`src/cub_pkg.sv`:
```
// constants, field positions and types of the current unbalance detector
// assumes a 125 MHz system clock and 16-bit unsigned phase current values
package cub_pkg;
    // clock rate and millisecond tick
    localparam int CLK_FREQ_KHZ = 125000;
    localparam int TICK_TIME_MS = 1;
    localparam int CYCLES_PER_TICK = CLK_FREQ_KHZ * TICK_TIME_MS;
    localparam int PRESC_W = 17;

    // widths
    localparam int CUR_W = 16;
    localparam int PCT_W = 7;
    localparam int DLY_W = 16;
    localparam int PROD_W = 24;
    localparam int ADDR_W = 8;
    localparam int DATA_W = 32;
    localparam int EV_W = 4;

    // percentages used in the comparisons
    localparam logic [PROD_W-1:0] PCT_FULL = 24'h000064;
    localparam logic [PROD_W-1:0] WIN_LO_PCT = 24'h00000A;
    localparam logic [PROD_W-1:0] WIN_HI_PCT = 24'h000096;

    // setting ranges and reset values
    localparam logic [PCT_W-1:0] THR_MIN = 7'h0A;
    localparam logic [PCT_W-1:0] THR_MAX = 7'h5A;
    localparam logic [PCT_W-1:0] THR_RST = 7'h32;
    localparam logic [DLY_W-1:0] DLY_MIN = 16'h0064;
    localparam logic [DLY_W-1:0] DLY_MAX = 16'hEA60;
    localparam logic [DLY_W-1:0] DLY_RST = 16'h03E8;
    localparam logic [CUR_W-1:0] RATED_RST = 16'h1000;

    // register byte offsets
    localparam logic [ADDR_W-1:0] OFF_CTRL = 8'h00;
    localparam logic [ADDR_W-1:0] OFF_THR = 8'h04;
    localparam logic [ADDR_W-1:0] OFF_DELAY = 8'h08;
    localparam logic [ADDR_W-1:0] OFF_RATED = 8'h0C;
    localparam logic [ADDR_W-1:0] OFF_STATUS = 8'h10;
    localparam logic [ADDR_W-1:0] OFF_EVENT = 8'h14;
    localparam logic [ADDR_W-1:0] OFF_EVMASK = 8'h18;

    // field positions
    localparam int CTRL_EN_BIT = 0;
    localparam int CTRL_SO_BIT = 1;
    localparam int STS_START_BIT = 0;
    localparam int STS_TRIP_BIT = 1;
    localparam int STS_UNB_BIT = 2;
    localparam int STS_SUF_BIT = 3;
    localparam int STS_NF_BIT = 4;
    localparam int EV_ST_ON = 0;
    localparam int EV_ST_OFF = 1;
    localparam int EV_TR_ON = 2;
    localparam int EV_TR_OFF = 3;

    // bus responses
    localparam logic [1:0] RESP_OKAY = 2'h0;
    localparam logic [1:0] RESP_SLVERR = 2'h2;

    // protection state
    typedef enum logic [2:0] {
        ST_IDLE = 3'h1,
        ST_START = 3'h2,
        ST_TRIP = 3'h4
    } cub_state_e;
endpackage

```
`src/cub_minmax.sv`:
```
// max/min selection and unbalance, window comparisons per evaluation step
// assumes phase values and sample strobe come from logic on sys_clk
`timescale 1ns/1ps
module cub_minmax (
    input wire logic sys_clk,
    input wire logic reset_n,
    input wire logic clk_en,
    input wire logic sample_valid,
    input wire logic [cub_pkg::CUR_W-1:0] phase_a_fundamental_rms,
    input wire logic [cub_pkg::CUR_W-1:0] phase_b_fundamental_rms,
    input wire logic [cub_pkg::CUR_W-1:0] phase_c_fundamental_rms,
    input wire logic [cub_pkg::PCT_W-1:0] start_thr,
    input wire logic [cub_pkg::CUR_W-1:0] rated_current,
    output logic flags_valid,
    output logic unbalance,
    output logic max_current_sufficient,
    output logic max_current_not_fault
);
    typedef struct packed {
        logic valid;
        logic unb;
        logic suf;
        logic nf;
    } cub_mm_s;

    cub_mm_s s;
    cub_mm_s next_s;
    logic [cub_pkg::CUR_W-1:0] mx;
    logic [cub_pkg::CUR_W-1:0] mn;
    logic [cub_pkg::PROD_W-1:0] spread_pct;
    logic [cub_pkg::PROD_W-1:0] thr_lim;
    logic [cub_pkg::PROD_W-1:0] mx_pct;

    // largest and smallest phase, then scaled comparisons
    always_comb begin
        next_s = s;
        next_s.valid = sample_valid;
        mx = (phase_a_fundamental_rms > phase_b_fundamental_rms) ?
            phase_a_fundamental_rms : phase_b_fundamental_rms;
        mx = (phase_c_fundamental_rms > mx) ? phase_c_fundamental_rms : mx;
        mn = (phase_a_fundamental_rms < phase_b_fundamental_rms) ?
            phase_a_fundamental_rms : phase_b_fundamental_rms;
        mn = (phase_c_fundamental_rms < mn) ? phase_c_fundamental_rms : mn;
        spread_pct = cub_pkg::PROD_W'(mx - mn) * cub_pkg::PCT_FULL;
        thr_lim = cub_pkg::PROD_W'(start_thr) * cub_pkg::PROD_W'(mx);
        mx_pct = cub_pkg::PROD_W'(mx) * cub_pkg::PCT_FULL;
        if (sample_valid) begin
            next_s.unb = spread_pct > thr_lim;
            next_s.suf = mx_pct > cub_pkg::PROD_W'(rated_current) * cub_pkg::WIN_LO_PCT;
            next_s.nf = mx_pct < cub_pkg::PROD_W'(rated_current) * cub_pkg::WIN_HI_PCT;
        end
    end

    // state register, frozen while the clock enable is low
    always_ff @(posedge sys_clk or negedge reset_n) begin
        if (!reset_n) begin
            s <= '0;
        end else if (clk_en) begin
            s <= next_s;
        end
    end

    assign flags_valid = s.valid;
    assign unbalance = s.unb;
    assign max_current_sufficient = s.suf;
    assign max_current_not_fault = s.nf;

    // equal phases can never show unbalance
    AST_EQUAL_NO_UNB: assert property (@(posedge sys_clk) disable iff (!reset_n)
        (clk_en && sample_valid && phase_a_fundamental_rms == phase_b_fundamental_rms &&
        phase_b_fundamental_rms == phase_c_fundamental_rms) |=> !unbalance)
        else $error("unbalance flagged for equal phases");
endmodule

```
`src/cub_top.sv`:
```
// current unbalance protection: start and delayed trip with AXI4-Lite settings
// Notes on behaviour
// find largest and smallest phase each step
// flag unbalance when spread percent exceeds threshold
// start only with max inside 10-150 % rated
// start when unbalance and both window conditions
// operation off blocks start and trip
// external block input disables the function
// trip after delay while fault persists, if enabled
// start-only mode keeps start, never trips
// threshold 10 to 90 percent, reset 50
// delay 100 to 60000 ms, reset 1000
// upstream stage supplies the fundamental RMS values
// start and trip outputs with on/off events
// conditions gone: clear timer, drop start, trip
// assumes upstream values, strobe and block input are on sys_clk
`timescale 1ns/1ps
module cub_top #(
    parameter int CYCLES_PER_MS = cub_pkg::CYCLES_PER_TICK
) (
    input wire logic sys_clk,
    input wire logic reset_n,
    input wire logic clk_en,
    input wire logic sample_valid,
    input wire logic [cub_pkg::CUR_W-1:0] phase_a_fundamental_rms,
    input wire logic [cub_pkg::CUR_W-1:0] phase_b_fundamental_rms,
    input wire logic [cub_pkg::CUR_W-1:0] phase_c_fundamental_rms,
    input wire logic user_block_input,
    output logic general_start_out,
    output logic general_trip_out,
    output logic irq,
    input wire logic s_axi_awvalid,
    output logic s_axi_awready,
    input wire logic [cub_pkg::ADDR_W-1:0] s_axi_awaddr,
    input wire logic s_axi_wvalid,
    output logic s_axi_wready,
    input wire logic [cub_pkg::DATA_W-1:0] s_axi_wdata,
    input wire logic [3:0] s_axi_wstrb,
    output logic s_axi_bvalid,
    input wire logic s_axi_bready,
    output logic [1:0] s_axi_bresp,
    input wire logic s_axi_arvalid,
    output logic s_axi_arready,
    input wire logic [cub_pkg::ADDR_W-1:0] s_axi_araddr,
    output logic s_axi_rvalid,
    input wire logic s_axi_rready,
    output logic [cub_pkg::DATA_W-1:0] s_axi_rdata,
    output logic [1:0] s_axi_rresp
);
    typedef struct packed {
        logic aw_h;
        logic [cub_pkg::ADDR_W-1:0] aw_addr;
        logic w_h;
        logic [cub_pkg::DATA_W-1:0] w_data;
        logic [3:0] w_strb;
        logic bvalid;
        logic [1:0] bresp;
        logic rvalid;
        logic [cub_pkg::DATA_W-1:0] rdata;
        logic [1:0] rresp;
        logic enable;
        logic start_only;
        logic [cub_pkg::PCT_W-1:0] start_thr;
        logic [cub_pkg::DLY_W-1:0] delay_ms;
        logic [cub_pkg::CUR_W-1:0] rated;
        logic [cub_pkg::EV_W-1:0] ev;
        logic [cub_pkg::EV_W-1:0] ev_mask;
        logic irq;
        cub_pkg::cub_state_e state;
        logic [cub_pkg::PRESC_W-1:0] presc;
        logic [cub_pkg::DLY_W-1:0] elapsed;
    } cub_top_s;

    localparam logic [cub_pkg::PRESC_W-1:0] PRESC_LAST = cub_pkg::PRESC_W'(CYCLES_PER_MS - 1);

    cub_top_s s;
    cub_top_s next_s;
    logic flags_valid;
    logic unbalance;
    logic max_current_sufficient;
    logic max_current_not_fault;
    logic active;
    logic cond;
    logic aw_hs;
    logic w_hs;
    logic wr_go;
    logic [cub_pkg::ADDR_W-1:0] wa;
    logic [cub_pkg::DATA_W-1:0] wd;
    logic [3:0] ws;
    logic [cub_pkg::DATA_W-1:0] wm;
    logic [cub_pkg::DATA_W-1:0] rd;
    logic [cub_pkg::ADDR_W-1:0] ra;
    logic rd_ok;
    logic [cub_pkg::EV_W-1:0] ev_clr;
    logic [cub_pkg::EV_W-1:0] ev_set;
    logic timeout;

    // byte-lane merge of a write into an old register value
    function automatic logic [31:0] cub_merge(input logic [31:0] old, input logic [31:0] d,
        input logic [3:0] st);
        logic [31:0] m;
        m = {{8{st[3]}}, {8{st[2]}}, {8{st[1]}}, {8{st[0]}}};
        return (old & ~m) | (d & m);
    endfunction

    // max/min selection and comparisons of the fundamental values
    cub_minmax u_minmax (
        .sys_clk(sys_clk),
        .reset_n(reset_n),
        .clk_en(clk_en),
        .sample_valid(sample_valid),
        .phase_a_fundamental_rms(phase_a_fundamental_rms),
        .phase_b_fundamental_rms(phase_b_fundamental_rms),
        .phase_c_fundamental_rms(phase_c_fundamental_rms),
        .start_thr(s.start_thr),
        .rated_current(s.rated),
        .flags_valid(flags_valid),
        .unbalance(unbalance),
        .max_current_sufficient(max_current_sufficient),
        .max_current_not_fault(max_current_not_fault)
    );

    // bus handshakes, stalled while a response waits or the clock is frozen
    assign s_axi_awready = clk_en && !s.aw_h && !s.bvalid;
    assign s_axi_wready = clk_en && !s.w_h && !s.bvalid;
    assign s_axi_arready = clk_en && !s.rvalid;
    assign aw_hs = s_axi_awvalid && s_axi_awready;
    assign w_hs = s_axi_wvalid && s_axi_wready;
    assign wr_go = (s.aw_h || aw_hs) && (s.w_h || w_hs) && !s.bvalid;
    assign wa = s.aw_h ? s.aw_addr : s_axi_awaddr;
    assign wd = s.w_h ? s.w_data : s_axi_wdata;
    assign ws = s.w_h ? s.w_strb : s_axi_wstrb;
    assign ra = {s_axi_araddr[cub_pkg::ADDR_W-1:2], 2'h0};

    // function active unless switched off or blocked
    assign active = s.enable && !user_block_input; // see
    assign cond = active && (s.state == cub_pkg::ST_IDLE ?
        (flags_valid && unbalance && max_current_sufficient && max_current_not_fault) :
        (!flags_valid || (unbalance && max_current_sufficient && max_current_not_fault)));
    assign timeout = s.elapsed >= s.delay_ms;

    // read data decode
    always_comb begin
        rd = '0;
        rd_ok = 1'h1;
        if (ra == cub_pkg::OFF_CTRL) begin
            rd[cub_pkg::CTRL_EN_BIT] = s.enable;
            rd[cub_pkg::CTRL_SO_BIT] = s.start_only;
        end else if (ra == cub_pkg::OFF_THR) begin
            rd[cub_pkg::PCT_W-1:0] = s.start_thr;
        end else if (ra == cub_pkg::OFF_DELAY) begin
            rd[cub_pkg::DLY_W-1:0] = s.delay_ms;
        end else if (ra == cub_pkg::OFF_RATED) begin
            rd[cub_pkg::CUR_W-1:0] = s.rated;
        end else if (ra == cub_pkg::OFF_STATUS) begin
            rd[cub_pkg::STS_START_BIT] = general_start_out;
            rd[cub_pkg::STS_TRIP_BIT] = general_trip_out;
            rd[cub_pkg::STS_UNB_BIT] = unbalance;
            rd[cub_pkg::STS_SUF_BIT] = max_current_sufficient;
            rd[cub_pkg::STS_NF_BIT] = max_current_not_fault;
        end else if (ra == cub_pkg::OFF_EVENT) begin
            rd[cub_pkg::EV_W-1:0] = s.ev;
        end else if (ra == cub_pkg::OFF_EVMASK) begin
            rd[cub_pkg::EV_W-1:0] = s.ev_mask;
        end else begin
            rd_ok = 1'h0;
        end
    end

    // next state: bus slave, settings, protection sequence and events
    always_comb begin
        next_s = s;
        wm = '0;
        ev_clr = '0;
        // write channel capture and response
        if (aw_hs && !wr_go) begin
            next_s.aw_h = 1'h1;
            next_s.aw_addr = s_axi_awaddr;
        end
        if (w_hs && !wr_go) begin
            next_s.w_h = 1'h1;
            next_s.w_data = s_axi_wdata;
            next_s.w_strb = s_axi_wstrb;
        end
        if (s.bvalid && s_axi_bready) begin
            next_s.bvalid = 1'h0;
        end
        if (wr_go) begin
            next_s.aw_h = 1'h0;
            next_s.w_h = 1'h0;
            next_s.bvalid = 1'h1;
            next_s.bresp = cub_pkg::RESP_OKAY;
            if (wa[cub_pkg::ADDR_W-1:2] == cub_pkg::OFF_CTRL[cub_pkg::ADDR_W-1:2]) begin
                wm = cub_merge({30'h0, s.start_only, s.enable}, wd, ws);
                next_s.enable = wm[cub_pkg::CTRL_EN_BIT];
                next_s.start_only = wm[cub_pkg::CTRL_SO_BIT];
            end else if (wa[cub_pkg::ADDR_W-1:2] == cub_pkg::OFF_THR[cub_pkg::ADDR_W-1:2]) begin
                wm = cub_merge({25'h0, s.start_thr}, wd, ws);
                // clamp to the settable range
                if (wm < 32'(cub_pkg::THR_MIN)) begin
                    next_s.start_thr = cub_pkg::THR_MIN;
                end else if (wm > 32'(cub_pkg::THR_MAX)) begin
                    next_s.start_thr = cub_pkg::THR_MAX;
                end else begin
                    next_s.start_thr = wm[cub_pkg::PCT_W-1:0];
                end
            end else if (wa[cub_pkg::ADDR_W-1:2] == cub_pkg::OFF_DELAY[cub_pkg::ADDR_W-1:2]) begin
                wm = cub_merge({16'h0, s.delay_ms}, wd, ws);
                if (wm < 32'(cub_pkg::DLY_MIN)) begin
                    next_s.delay_ms = cub_pkg::DLY_MIN;
                end else if (wm > 32'(cub_pkg::DLY_MAX)) begin
                    next_s.delay_ms = cub_pkg::DLY_MAX;
                end else begin
                    next_s.delay_ms = wm[cub_pkg::DLY_W-1:0];
                end
            end else if (wa[cub_pkg::ADDR_W-1:2] == cub_pkg::OFF_RATED[cub_pkg::ADDR_W-1:2]) begin
                wm = cub_merge({16'h0, s.rated}, wd, ws);
                next_s.rated = wm[cub_pkg::CUR_W-1:0];
            end else if (wa[cub_pkg::ADDR_W-1:2] == cub_pkg::OFF_STATUS[cub_pkg::ADDR_W-1:2]) begin
                wm = '0;
            end else if (wa[cub_pkg::ADDR_W-1:2] == cub_pkg::OFF_EVENT[cub_pkg::ADDR_W-1:2]) begin
                wm = cub_merge('0, wd, ws);
                ev_clr = wm[cub_pkg::EV_W-1:0];
            end else if (wa[cub_pkg::ADDR_W-1:2] == cub_pkg::OFF_EVMASK[cub_pkg::ADDR_W-1:2]) begin
                wm = cub_merge({28'h0, s.ev_mask}, wd, ws);
                next_s.ev_mask = wm[cub_pkg::EV_W-1:0];
            end else begin
                next_s.bresp = cub_pkg::RESP_SLVERR;
            end
        end
        // read channel
        if (s.rvalid && s_axi_rready) begin
            next_s.rvalid = 1'h0;
        end
        if (s_axi_arvalid && s_axi_arready) begin
            next_s.rvalid = 1'h1;
            next_s.rdata = rd;
            next_s.rresp = rd_ok ? cub_pkg::RESP_OKAY : cub_pkg::RESP_SLVERR;
        end
        // millisecond timer runs from the appearance of the fault state
        if (s.state == cub_pkg::ST_IDLE || !cond) begin
            next_s.presc = '0;
            next_s.elapsed = '0;
        end else if (s.presc == PRESC_LAST) begin
            next_s.presc = '0;
            if (s.elapsed != cub_pkg::DLY_MAX) begin
                next_s.elapsed = s.elapsed + 16'h0001;
            end
        end else begin
            next_s.presc = s.presc + 17'h00001;
        end
        // protection sequence
        case (s.state)
            cub_pkg::ST_IDLE: begin
                if (cond) begin
                    next_s.state = cub_pkg::ST_START;
                end
            end
            cub_pkg::ST_START: begin
                if (!cond) begin
                    next_s.state = cub_pkg::ST_IDLE;
                end else if (timeout && !s.start_only) begin
                    next_s.state = cub_pkg::ST_TRIP; // see
                end
            end
            cub_pkg::ST_TRIP: begin
                if (!cond) begin
                    next_s.state = cub_pkg::ST_IDLE;
                end else if (s.start_only) begin
                    next_s.state = cub_pkg::ST_START;
                end
            end
            default: begin
                next_s.state = cub_pkg::ST_IDLE;
            end
        endcase
        // on/off events of start and trip, a set wins over a clear
        ev_set = '0;
        ev_set[cub_pkg::EV_ST_ON] = s.state == cub_pkg::ST_IDLE &&
            next_s.state != cub_pkg::ST_IDLE;
        ev_set[cub_pkg::EV_ST_OFF] = s.state != cub_pkg::ST_IDLE &&
            next_s.state == cub_pkg::ST_IDLE;
        ev_set[cub_pkg::EV_TR_ON] = s.state != cub_pkg::ST_TRIP &&
            next_s.state == cub_pkg::ST_TRIP;
        ev_set[cub_pkg::EV_TR_OFF] = s.state == cub_pkg::ST_TRIP &&
            next_s.state != cub_pkg::ST_TRIP;
        next_s.ev = (s.ev & ~ev_clr) | ev_set;
        next_s.irq = |(next_s.ev & next_s.ev_mask);
    end

    // state register, frozen while the clock enable is low
    always_ff @(posedge sys_clk or negedge reset_n) begin
        if (!reset_n) begin
            s <= '0;
            s.start_thr <= cub_pkg::THR_RST;
            s.delay_ms <= cub_pkg::DLY_RST;
            s.rated <= cub_pkg::RATED_RST;
            s.state <= cub_pkg::ST_IDLE;
        end else if (clk_en) begin
            s <= next_s;
        end
    end

    // outputs straight from the state register
    assign general_start_out = s.state != cub_pkg::ST_IDLE;
    assign general_trip_out = s.state == cub_pkg::ST_TRIP;
    assign irq = s.irq;
    assign s_axi_bvalid = s.bvalid;
    assign s_axi_bresp = s.bresp;
    assign s_axi_rvalid = s.rvalid;
    assign s_axi_rdata = s.rdata;
    assign s_axi_rresp = s.rresp;

    // checks on the protection behaviour
    AST_OFF_NO_START: assert property (@(posedge sys_clk) disable iff (!reset_n)
        (clk_en && !s.enable) |=> !general_start_out && !general_trip_out)
        else $error("start or trip while operation off");
    AST_BLOCK_NO_OUT: assert property (@(posedge sys_clk) disable iff (!reset_n)
        (clk_en && user_block_input) |=> !general_start_out && !general_trip_out)
        else $error("start or trip while blocked");
    AST_START_ONLY: assert property (@(posedge sys_clk) disable iff (!reset_n)
        (clk_en && s.start_only) |=> !general_trip_out)
        else $error("trip in start-only mode");
    AST_TRIP_WITH_START: assert property (@(posedge sys_clk) disable iff (!reset_n)
        general_trip_out |-> general_start_out && $past(general_start_out))
        else $error("trip without start");
    AST_TRIP_AFTER_DELAY: assert property (@(posedge sys_clk) disable iff (!reset_n)
        $rose(general_trip_out) |-> $past(s.elapsed) >= $past(s.delay_ms))
        else $error("trip before delay elapsed");
    AST_START_ON_COND: assert property (@(posedge sys_clk) disable iff (!reset_n)
        (clk_en && active && flags_valid && unbalance && max_current_sufficient &&
        max_current_not_fault) |=> general_start_out)
        else $error("start missing on fault");
    AST_WINDOW_LOW: assert property (@(posedge sys_clk) disable iff (!reset_n)
        (clk_en && flags_valid && (!max_current_sufficient || !max_current_not_fault))
        |=> !general_start_out)
        else $error("start outside current window");
    AST_THR_RANGE: assert property (@(posedge sys_clk) disable iff (!reset_n)
        s.start_thr >= cub_pkg::THR_MIN && s.start_thr <= cub_pkg::THR_MAX)
        else $error("threshold out of range");
    AST_START_EVENT: assert property (@(posedge sys_clk) disable iff (!reset_n)
        $rose(general_start_out) |-> s.ev[cub_pkg::EV_ST_ON])
        else $error("start on event not recorded");
    AST_TIMER_CLEAR: assert property (@(posedge sys_clk) disable iff (!reset_n)
        $fell(general_start_out) |-> s.elapsed == '0 && s.presc == '0)
        else $error("timer not cleared with start");

    COV_START: cover property (@(posedge sys_clk) disable iff (!reset_n)
        $rose(general_start_out));
    COV_TRIP: cover property (@(posedge sys_clk) disable iff (!reset_n)
        $rose(general_trip_out));
    COV_START_ONLY: cover property (@(posedge sys_clk) disable iff (!reset_n)
        general_start_out && s.start_only && s.elapsed >= s.delay_ms);
    COV_IRQ: cover property (@(posedge sys_clk) disable iff (!reset_n) $rose(irq));
endmodule

```
`config.mk`:
```
export PLATFORM = sky130hd
export DESIGN_NAME = cub_top
export DESIGN_NICKNAME = d
export VERILOG_FILES = /design/src/cub_pkg.sv /design/src/cub_minmax.sv /design/src/cub_top.sv
export SDC_FILE = /design/constraint.sdc
export NUM_CORES = 1
export LEC_CHECK = 0
export BUFFER_PORTS_ARGS = -buffer_cell sky130_fd_sc_hd__buf_2
export CAP_MARGIN = 40
export CORE_MARGIN = 2
export CORE_UTILIZATION = 40
export CTS_CLUSTER_SIZE = 24
export DETAILED_ROUTE_END_ITERATION = 6
export REMOVE_ABC_BUFFERS = 1
export SETUP_SLACK_MARGIN = 0.15
export SYNTH_ARGS = -nofsm -noshare
export SYNTH_HDL_FRONTEND = slang
export SYNTH_SLANG_ARGS = --single-unit
```
`constraint.sdc`:
```
create_clock -name sys_clk -period 13.2 [get_ports sys_clk]
set_clock_uncertainty 0.15 [all_clocks]
set_input_delay 0.66 -clock sys_clk [delete_from_list [all_inputs] [get_ports sys_clk]]
set_output_delay 0.66 -clock sys_clk [all_outputs]
set_load 0.1 [all_outputs]
```
==> results of run 1 <==
-- cells in the mapped netlist (11+ instances only) --
cell	instances	area share (%)
a22o_1	11	0.44
nor4_1	17	0.49
xnor2_1	69	2.8
dfrtp_1	143	16
nor2b_1	25	0.72
o21ai_0	139	3.2
clkbuf_1	41	0.71
o21a_1	18	0.62
xor2_1	46	1.9
nand4_1	32	0.92
mux2i_1	50	2.3
or3_1	13	0.37
and2_1	90	2.6
buf_4	41	1.4
ha_1	354	20
a21oi_1	140	3.2
nand2b_1	29	0.84
nor2_1	139	2.4
inv_1	318	5.5
nand2_1	188	3.3
nand3_1	46	1.1
nor3_1	36	0.83
o211ai_1	11	0.38
mux2i_4	11	1.1
a31oi_1	13	0.37
mux2_2	65	3.4
o31ai_1	14	0.48
dfstp_2	11	1.3
a211oi_1	14	0.48
fa_1	122	11
o21bai_1	12	0.42
a21o_1	47	1.6
-- area by class of cell --
cell class / count / area, sq um
sequential: 154 / 3870
fill: 5268 / 30100
tap: 696 / 871
multi-input combinational: 1916 / 16100
clock buffer: 17 / 425
timing repair buffer: 152 / 865
clock inverter: 15 / 208
antenna: 1 / 2.50
inverter: 318 / 1190
-- worst min path at each step --
stage	startpoint	endpoint	slack, ps	depth (start not counted)
final	reset_n	s[151]$_DFFE_PN0P_	3	1
after global routing	reset_n	s[150]$_DFFE_PN0P_	30	1
after CTS	reset_n	s[151]$_DFFE_PN0P_	6	1
after detailed placement	s_axi_rresp[1]$_DFFE_PN0P_	s_axi_rresp[1]$_DFFE_PN0P_	320	2
after global placement	s_axi_rdata[11]$_DFFE_PN0P_	s_axi_rdata[11]$_DFFE_PN0P_	320	2
after floorplan	reset_n	async pin	210	0
-- cells by family (layout without fill, tap and decap cells) --
logic type / Yosys count / count (layout)
flip-flops: 154 / 154
XOR/XNOR: 115 / 115
AO/OA/AOI/OAI: 508 / 508
multiplexers: 136 / 136
buffers and inverters: 414 / 502
other: 1 / 19
adder cells (fa/ha/maj): 476 / 476
AND/OR/NAND/NOR: 663 / 663
-- through the flow --
stage	hold slack (ps)	cell area, sq um	utilization (%)	instances	worst slack (ps)
floorplan	214	21200	-	2388	1170
global placement	317	22900	42.6	3232	999
detailed placement	319	22900	42.7	3236	770
CTS	6.28	23600	43.9	3268	1210
global route	27.9	23600	43.9	3268	218
finish	3.05	23600	43.9	3269	1250
-- per-layer routing --
layer	global-route usage, %	wire length [um]	vias up
met1	26.0	25500	8456
met5	0	0	-
met3	1.62	1790	46
met2	33.1	25300	335
li1	-	-	8670
met4	3.97	779	0
==> results_dict.tcl, run 1 <==
set metrics [dict create \
    status "complete, no violations" \
    clk_latency_ps 440 \
    grt_pass1_wl_um 88400 \
    wl_um 53300 \
    crit_buf_inv 6 \
    crit_start "phase_b_fundamental_rms[14]" \
    postCtsSetupBuffers 0 \
    netlist-cell-type-count 91 \
    clock_tree.root_cell "clkbuf_16" \
    grt_setup_unrepaired "false" \
    drive_above_1_share_pct 12.0 \
    synth_fa_ha_area_share_pct 31.7 \
    grt_max_degree 57 \
    cts.repair.resized 0 \
    hold_viol_final 0 \
    muxShareOfSynthArea_pct 7.55 \
    cp.required_ps 13340 \
    die_h_um 237 \
    synth_seq_cells 154 \
    synth-main-ff-cell "dfrtp_1" \
    grt_overflow 0 \
    path_class "in2reg" \
    track_usage_pct 19.1 \
    clkTransAtPathRegs_ps 80 \
    initial_core_util_pct 40.4 \
    drc_errors 0 \
    cts_tree "built" \
    synth_compound_area_share_pct 15.0 \
    layout_min_cycle_time_ps 11950 \
    r2r_slack_ps 6180 \
    synthSimpleGateAreaFrac_pct 15.2 \
    nets 3145 \
    cts-buffers-inserted 17 \
    dr.pass1.iters 5 \
    worstPathMaxFanout 21 \
    drv_slew 0 \
    critical_path.endpoint "u_minmax.unbalance$_DFFE_PN0P_" \
    path_delay_family "compound AO/OA/AOI/OAI gates" \
    synth_top_family_by_area "adder cells" \
    max_stage_delay_ps 700 \
    io_pins 154 \
    endpoint_kind "flip-flop" \
    rows 85 \
    fmax_ghz 0.0837 \
    seq_area_frac_synth_pct 17.8 \
    antenna_left 0 \
    netlist_area_sq_mm 0.0217 \
    gp_routability_congestion 0.860 \
    clock_tree.buffer_depth 2 \
    synth_edf_count 0 \
    cts_num_sinks 154 \
    core_sq_mm 0.0537 \
    synthArstFlopShare_pct 100 \
    crit_slowest_cell "a2111oi_0" \
    tns_ps 0 \
    startpoint_type "primary input" \
    io_buffers 131 \
    finalSetupViolations 0 \
    drv_cap 0 \
    relSlewSlack_pct 47.0 \
    worst_pin_slew_ps 775 \
    vias_per_cell 5.36 \
    reg2reg_to "u_minmax.unbalance$_DFFE_PN0P_" \
    cp.arrival_ps 12090 \
    die_w_um 237 \
    dieArea_sq_mm 0.0561 \
    wl_per_cell_um 16.3 \
    mostFrequentLayoutCells "ha_1, inv_1, nand2_1" \
    post-route-period-util_pct 90.5 \
    rr_worst_depth 25 \
    grt_pass1_vias 17700 \
    synthCells 2467 \
    dp_hpwl_um 44000 \
    reg2reg_from "s[83]$_DFFE_PN0P_" \
    hold_class "in2async" \
    vias 17500 \
    holdBufCountCts 0 \
    htree_num_levels 4 \
    syn_to_final_growth_pct 8.63 \
    yosys_warnings 0 \
    avgSynthCellArea_sq_um 8.80 \
    critical_path_depth 49 \
    drt-initial-drc-count 749 \
    mostFrequentLayoutCell "ha_1" \
    synth_xor_area_share_pct 4.64 \
    antenna_found_initial 0 \
]
Power of run 1 is not shown: default switching activity piles up to over one toggle a cycle in this logic, so the estimate is an artifact.
==> run 2: changes to the inputs <==
--- a/config.mk
+++ b/config.mk
@@ -5,6 +5,7 @@
 export SDC_FILE = /design/constraint.sdc
 export NUM_CORES = 1
 export LEC_CHECK = 0
+export ABC_AREA = 1
 export BUFFER_PORTS_ARGS = -buffer_cell sky130_fd_sc_hd__buf_2
 export CAP_MARGIN = 40
 export CORE_MARGIN = 2
==> run 2 against run 1 <==
- via count up 5.0%
- critical path type unchanged
- non-clock buffer count shrank 12
- setup slack improved by 1300 ps
- largest cell class unchanged
- wire length increased by 2.4%
- global-route usage up 0.94 points
- first-iteration DRC count up 44%
- highest routed layer unchanged
- die area decreased by 1.8%
- clock-buffer cell count up 3
==> results_dict.tcl, run 2 <==
set metrics [dict create \
    fill_cells 5328 \
    dieArea_sq_mm 0.0551 \
    mostFrequentLayoutCell "inv_1" \
    initial_core_util_pct 40.5 \
    synth_area_leaders "ha_1, dfrtp_1, fa_1, inv_1, nand2_1" \
    syn_to_final_growth_pct 8.35 \
    worstPathMaxFanout 37 \
    fin_area_sq_mm 0.0231 \
    die_h_um 235 \
    antenna_cells 0 \
    mostFrequentLayoutCells "inv_1, nand2_1, ha_1" \
    path_delay_family "simple AND/OR/NAND/NOR gates" \
    yosysTopAreaCell "ha_1" \
    grt_pass1_wl_um 91900 \
    rows 84 \
    drv_slew 0 \
    core_sq_mm 0.0527 \
    synth_edf_count 0 \
    drive_above_1_share_pct 10.3 \
    worstHoldStart "s[165]$_DFFE_PN0P_" \
    htree_num_levels 4 \
    cp.arrival_ps 10850 \
    drv_cap 0 \
    netlist_area_sq_mm 0.0213 \
    synthCells 2790 \
    gp_routability_congestion 0.876 \
    cts.repair.resized 0 \
    layout_min_cycle_time_ps 10680 \
    post-route-period-util_pct 80.9 \
    vias_per_cell 5.13 \
    grt_max_degree 79 \
    die_w_um 235 \
    reg2reg_from "s[79]$_DFFE_PN0P_" \
    cts-buffers-inserted 17 \
    nets 3467 \
    seq_area_frac_synth_pct 18.2 \
    wl_um 54600 \
    tns_ps 0 \
    holdBufCountCts 1 \
    cp_common_cell "nand2_1" \
    cts_num_sinks 154 \
    clk_latency_ps 440 \
    antenna_left 0 \
    track_usage_pct 20.1 \
    antenna_found_initial 0 \
    drc_errors 0 \
    clkTransAtPathRegs_ps 60 \
    synth_common_cells "inv_1, nand2_1, ha_1" \
    crit_start "phase_b_fundamental_rms[5]" \
    crit_slowest_cell "fa_1" \
    max_stage_delay_ps 490 \
    cp.required_ps 13370 \
    hold_viol_final 0 \
    relSlewSlack_pct 40.0 \
    startpoint_type "primary input" \
    io_pins 154 \
    fmax_ghz 0.0936 \
    synth-main-ff-cell "dfrtp_1" \
    hold_class "reg2reg" \
    cts_tree "built" \
    wl_per_cell_um 15.2 \
    finalSetupViolations 0 \
    synth_most_common_cell "inv_1" \
    dr.pass1.iters 6 \
    crit_buf_inv 7 \
    vias 18400 \
    avgSynthCellArea_sq_um 7.63 \
    dp_hpwl_um 45600 \
    status "complete, no violations" \
    clock_tree.buffer_depth 2 \
    synth_top_area_share_pct 20.8 \
    io_buffers 131 \
    grt_overflow 0 \
    synthArstFlopShare_pct 100 \
    netlist-cell-type-count 73 \
    drt-initial-drc-count 1082 \
    yosys_warnings 0 \
    grt_pass1_vias 18500 \
    dp_slack_ps 2260 \
    synth_seq_cells 154 \
    placed_area_sq_mm 0.0225 \
    worst_slack_ps 2520 \
    path_class "in2reg" \
    worst_pin_slew_ps 898 \
    endpoint_kind "flip-flop" \
    clock_tree.root_cell "clkbuf_16" \
    postCtsSetupBuffers 0 \
    grt_setup_unrepaired "false" \
]
==> run 2: through the flow <==
step           hold WS (ps)  instances  util [%]
6_report                317       3582      43.8
5_1_grt                 313       3582      43.8
4_1_cts                 299       3582      43.8
3_5_place_dp            302       3549      42.7
3_3_place_gp            296       3546      42.6
2_1_floorplan           214       2722         -
==> run 2: worst paths after layout <==
path | to | slack (ps) | cells past startpoint
worst max-delay path | u_minmax.unbalance$_DFFE_PN0P_ | 2520 | 57
worst min-delay path | s[165]$_DFFE_PN0P_ | 320 | 2
worst max register to register | u_minmax.unbalance$_DFFE_PN0P_ | 6010 | 32
worst min register to register | s[165]$_DFFE_PN0P_ | 320 | 2
max in group asynchronous | s[2]$_DFFE_PN0P_ | 10900 | 4
min in group asynchronous | s[147]$_DFFE_PN0P_ | 460 | 2
==> run 2: cell families after synthesis <==
kind of cell             after synthesis  synth area share [%]
AO/OA/AOI/OAI                        538                  14.7
XOR/XNOR                             100                  4.11
adder cells (fa/ha/maj)              476                  32.3
buffers and inverters                613                  11.7
flip-flops                           154                  18.2
multiplexers                          21                  1.07
other                                  1                0.0176
AND/OR/NAND/NOR                      887                  18.0
==> run 2: worst min-delay path, cell delays in order, from the launching register on <==
cell and delay [ps]:
dfrtp_1 340, nand2_1 50, nand2_1 40
==> run 2: routing by layer <==
metal	track usage (%)	wire length [um]	vias up
met5	0	0	-
met4	4.22	802	0
met3	1.53	1710	54
met2	35.2	26500	343
met1	27.0	25600	8778
li1	-	-	9213
==> run 2: final cells by class <==
type	count	area (sq um)	share of cell area (%)
multi-input combinational	2040	15000	65.0
sequential	154	3870	16.8
inverter	528	1990	8.61
tap	688	861	3.73
timing repair buffer	140	762	3.30
clock buffer	20	437	1.89
clock inverter	12	151	0.656
Power of run 2 is left out for the same reason.
==> run 3: changes to the inputs <==
--- a/config.mk
+++ b/config.mk
@@ -5,7 +5,7 @@
 export SDC_FILE = /design/constraint.sdc
 export NUM_CORES = 1
 export LEC_CHECK = 0
-export ABC_AREA = 1
+export ABC_AREA = 0
 export BUFFER_PORTS_ARGS = -buffer_cell sky130_fd_sc_hd__buf_2
 export CAP_MARGIN = 40
 export CORE_MARGIN = 2
==> constraint.sdc (replaced) <==
create_clock -name sys_clk -period 10.4 [get_ports sys_clk]
set_clock_uncertainty 0.15 [all_clocks]
set_input_delay 0.52 -clock sys_clk [delete_from_list [all_inputs] [get_ports sys_clk]]
set_output_delay 0.52 -clock sys_clk [all_outputs]
set_load 0.1 [all_outputs]
==> run 3 against run 2 <==
- worst hold slack lost 130 ps
- clock-buffer cell count up 2
- via count shrank 0.20%
- critical path depth shrank 8
- die area is 1.9% higher
- sequential share of layout area shrank 1.6 points
- register-to-register slack got worse by 2400 ps
- critical path type unchanged
- critical endpoint unchanged
==> results_dict.tcl, run 3 (synthesis gave the netlist of run 1 again) <==
set metrics [dict create \
    htree_num_levels 4 \
    cts_tree "built" \
    crit_start "phase_b_fundamental_rms[15]" \
    wl_um 56500 \
    io_pins 154 \
    reg2reg_to "u_minmax.unbalance$_DFFE_PN0P_" \
    vias 18400 \
    cts_num_sinks 154 \
    tns_ps 0 \
    startpoint_type "primary input" \
    dieArea_sq_mm 0.0561 \
    die_h_um 237 \
    fmax_ghz 0.101 \
    clock_tree.root_cell "clkbuf_16" \
    core_sq_mm 0.0537 \
    relSlewSlack_pct 46.6 \
    wl_per_cell_um 16.3 \
    hold_viol_final 0 \
    rows 85 \
    clkTransAtPathRegs_ps 60 \
    status "complete, no violations" \
    cts-buffers-inserted 17 \
    endpoint_kind "flip-flop" \
    worst_pin_slew_ps 801 \
    worstPathMaxFanout 7 \
    io_buffers 131 \
    antenna_cells 0 \
    r2r_slack_ps 3650 \
    antenna_left 0 \
    vias_per_cell 5.28 \
    drv_cap 0 \
    cp.arrival_ps 10070 \
    grt_setup_unrepaired "true" \
    clock_tree.buffer_depth 2 \
    reg2reg_from "s[79]$_DFFE_PN0P_" \
    mostFrequentLayoutCell "ha_1" \
    antenna_found_initial 0 \
    min_path_cells 2 \
    initial_core_util_pct 40.4 \
    gp_routability_congestion 0.851 \
    dr.pass1.iters 5 \
    path_class "in2reg" \
    layout_min_cycle_time_ps 9940 \
    cp.required_ps 10530 \
    clk_latency_ps 430 \
    track_usage_pct 20.3 \
    drt-initial-drc-count 830 \
    grt_overflow 0 \
    max_stage_delay_ps 590 \
    dp_hpwl_um 46700 \
    worstHoldStart "s_axi_wdata[31]" \
    rr_worst_depth 25 \
    post-route-period-util_pct 95.5 \
    drc_errors 0 \
    grt_pass1_vias 19100 \
    mostFrequentLayoutCells "ha_1, inv_1, buf_4" \
    crit_slowest_cell "fa_2" \
    die_w_um 237 \
    drv_slew 0 \
    nets 3356 \
    grt_max_degree 81 \
    finalSetupViolations 0 \
    grt_pass1_wl_um 93700 \
    cp_common_cell "buf_4" \
    drive_above_1_share_pct 20.8 \
    syn_to_final_growth_pct 17.8 \
    hold_class "in2reg" \
    timing.hold.worst_endpoint "s[159]$_DFFE_PN0P_" \
]
run 3: critical path, delay by kind of cell:
kind,cells,cell delay [ps]
adders and majority gates,8,3150
AOI/OAI and AO/OA,17,2920
and+or+nand+nor,11,1630
buffers and inverters,11,1330
muxes,1,330
xor gates and xnor gates,1,180
run 3: per-layer routing:
| layer | GRT usage (%) | wire length (um) | vias up |
|---|---|---|---|
| met5 | 0 | 0 | - |
| met4 | 4.47 | 847 | 0 |
| met3 | 1.47 | 1540 | 48 |
| met2 | 36.6 | 28100 | 303 |
| met1 | 26.4 | 26100 | 8922 |
| li1 | - | - | 9079 |
run 3: what timing repair did:
item / 4_1_cts / 5_1_grt
hold buffers: 1 / 0
pin swaps: 5 / 46
endpoints found under the setup margin: 2 / 2
setup buffers: 4 / 17
cloned: 0 / 1
gates resized for setup: 17 / 82
hold endpoints to repair: 3 / 0
run 3: metrics by stage:
step / area, sq um / hold WS (ps) / std cells / util [%] / worst slack, ps
final: 25600 / 185 / 3479 / 47.6 / 463
after global routing: 25600 / 181 / 3479 / 47.6 / -18.3
after CTS: 25000 / 165 / 3461 / 46.6 / 163
after detailed placement: 24400 / 324 / 3424 / 45.3 / -805
after global placement: 24300 / 314 / 3420 / 45.2 / -521
after floorplan: 21200 / 74.4 / 2388 / - / -1490
run 3: worst max path at each step:
stage,end,slack [ps],cells past startpoint
3_5_place_dp,u_minmax.unbalance$_DFFE_PN0P_,-800,53
2_1_floorplan,u_minmax.unbalance$_DFFE_PN0P_,-1490,47
6_report,u_minmax.unbalance$_DFFE_PN0P_,460,49
5_1_grt,u_minmax.unbalance$_DFFE_PN0P_,-20,55
4_1_cts,u_minmax.unbalance$_DFFE_PN0P_,160,54
3_3_place_gp,u_minmax.unbalance$_DFFE_PN0P_,-520,51
run 3: area by class of cell:
| class | count | area, sq um |
|---|---|---|
| Fill cell | 5135 | 28100 |
| Multi-Input combinational cell | 1916 | 16500 |
| Sequential cell | 154 | 3870 |
| Timing Repair Buffer | 363 | 2520 |
| Inverter | 318 | 1190 |
| Tap cell | 696 | 871 |
| Clock buffer | 22 | 464 |
| Clock inverter | 10 | 120 |
Power of run 3 is left out for the same reason.
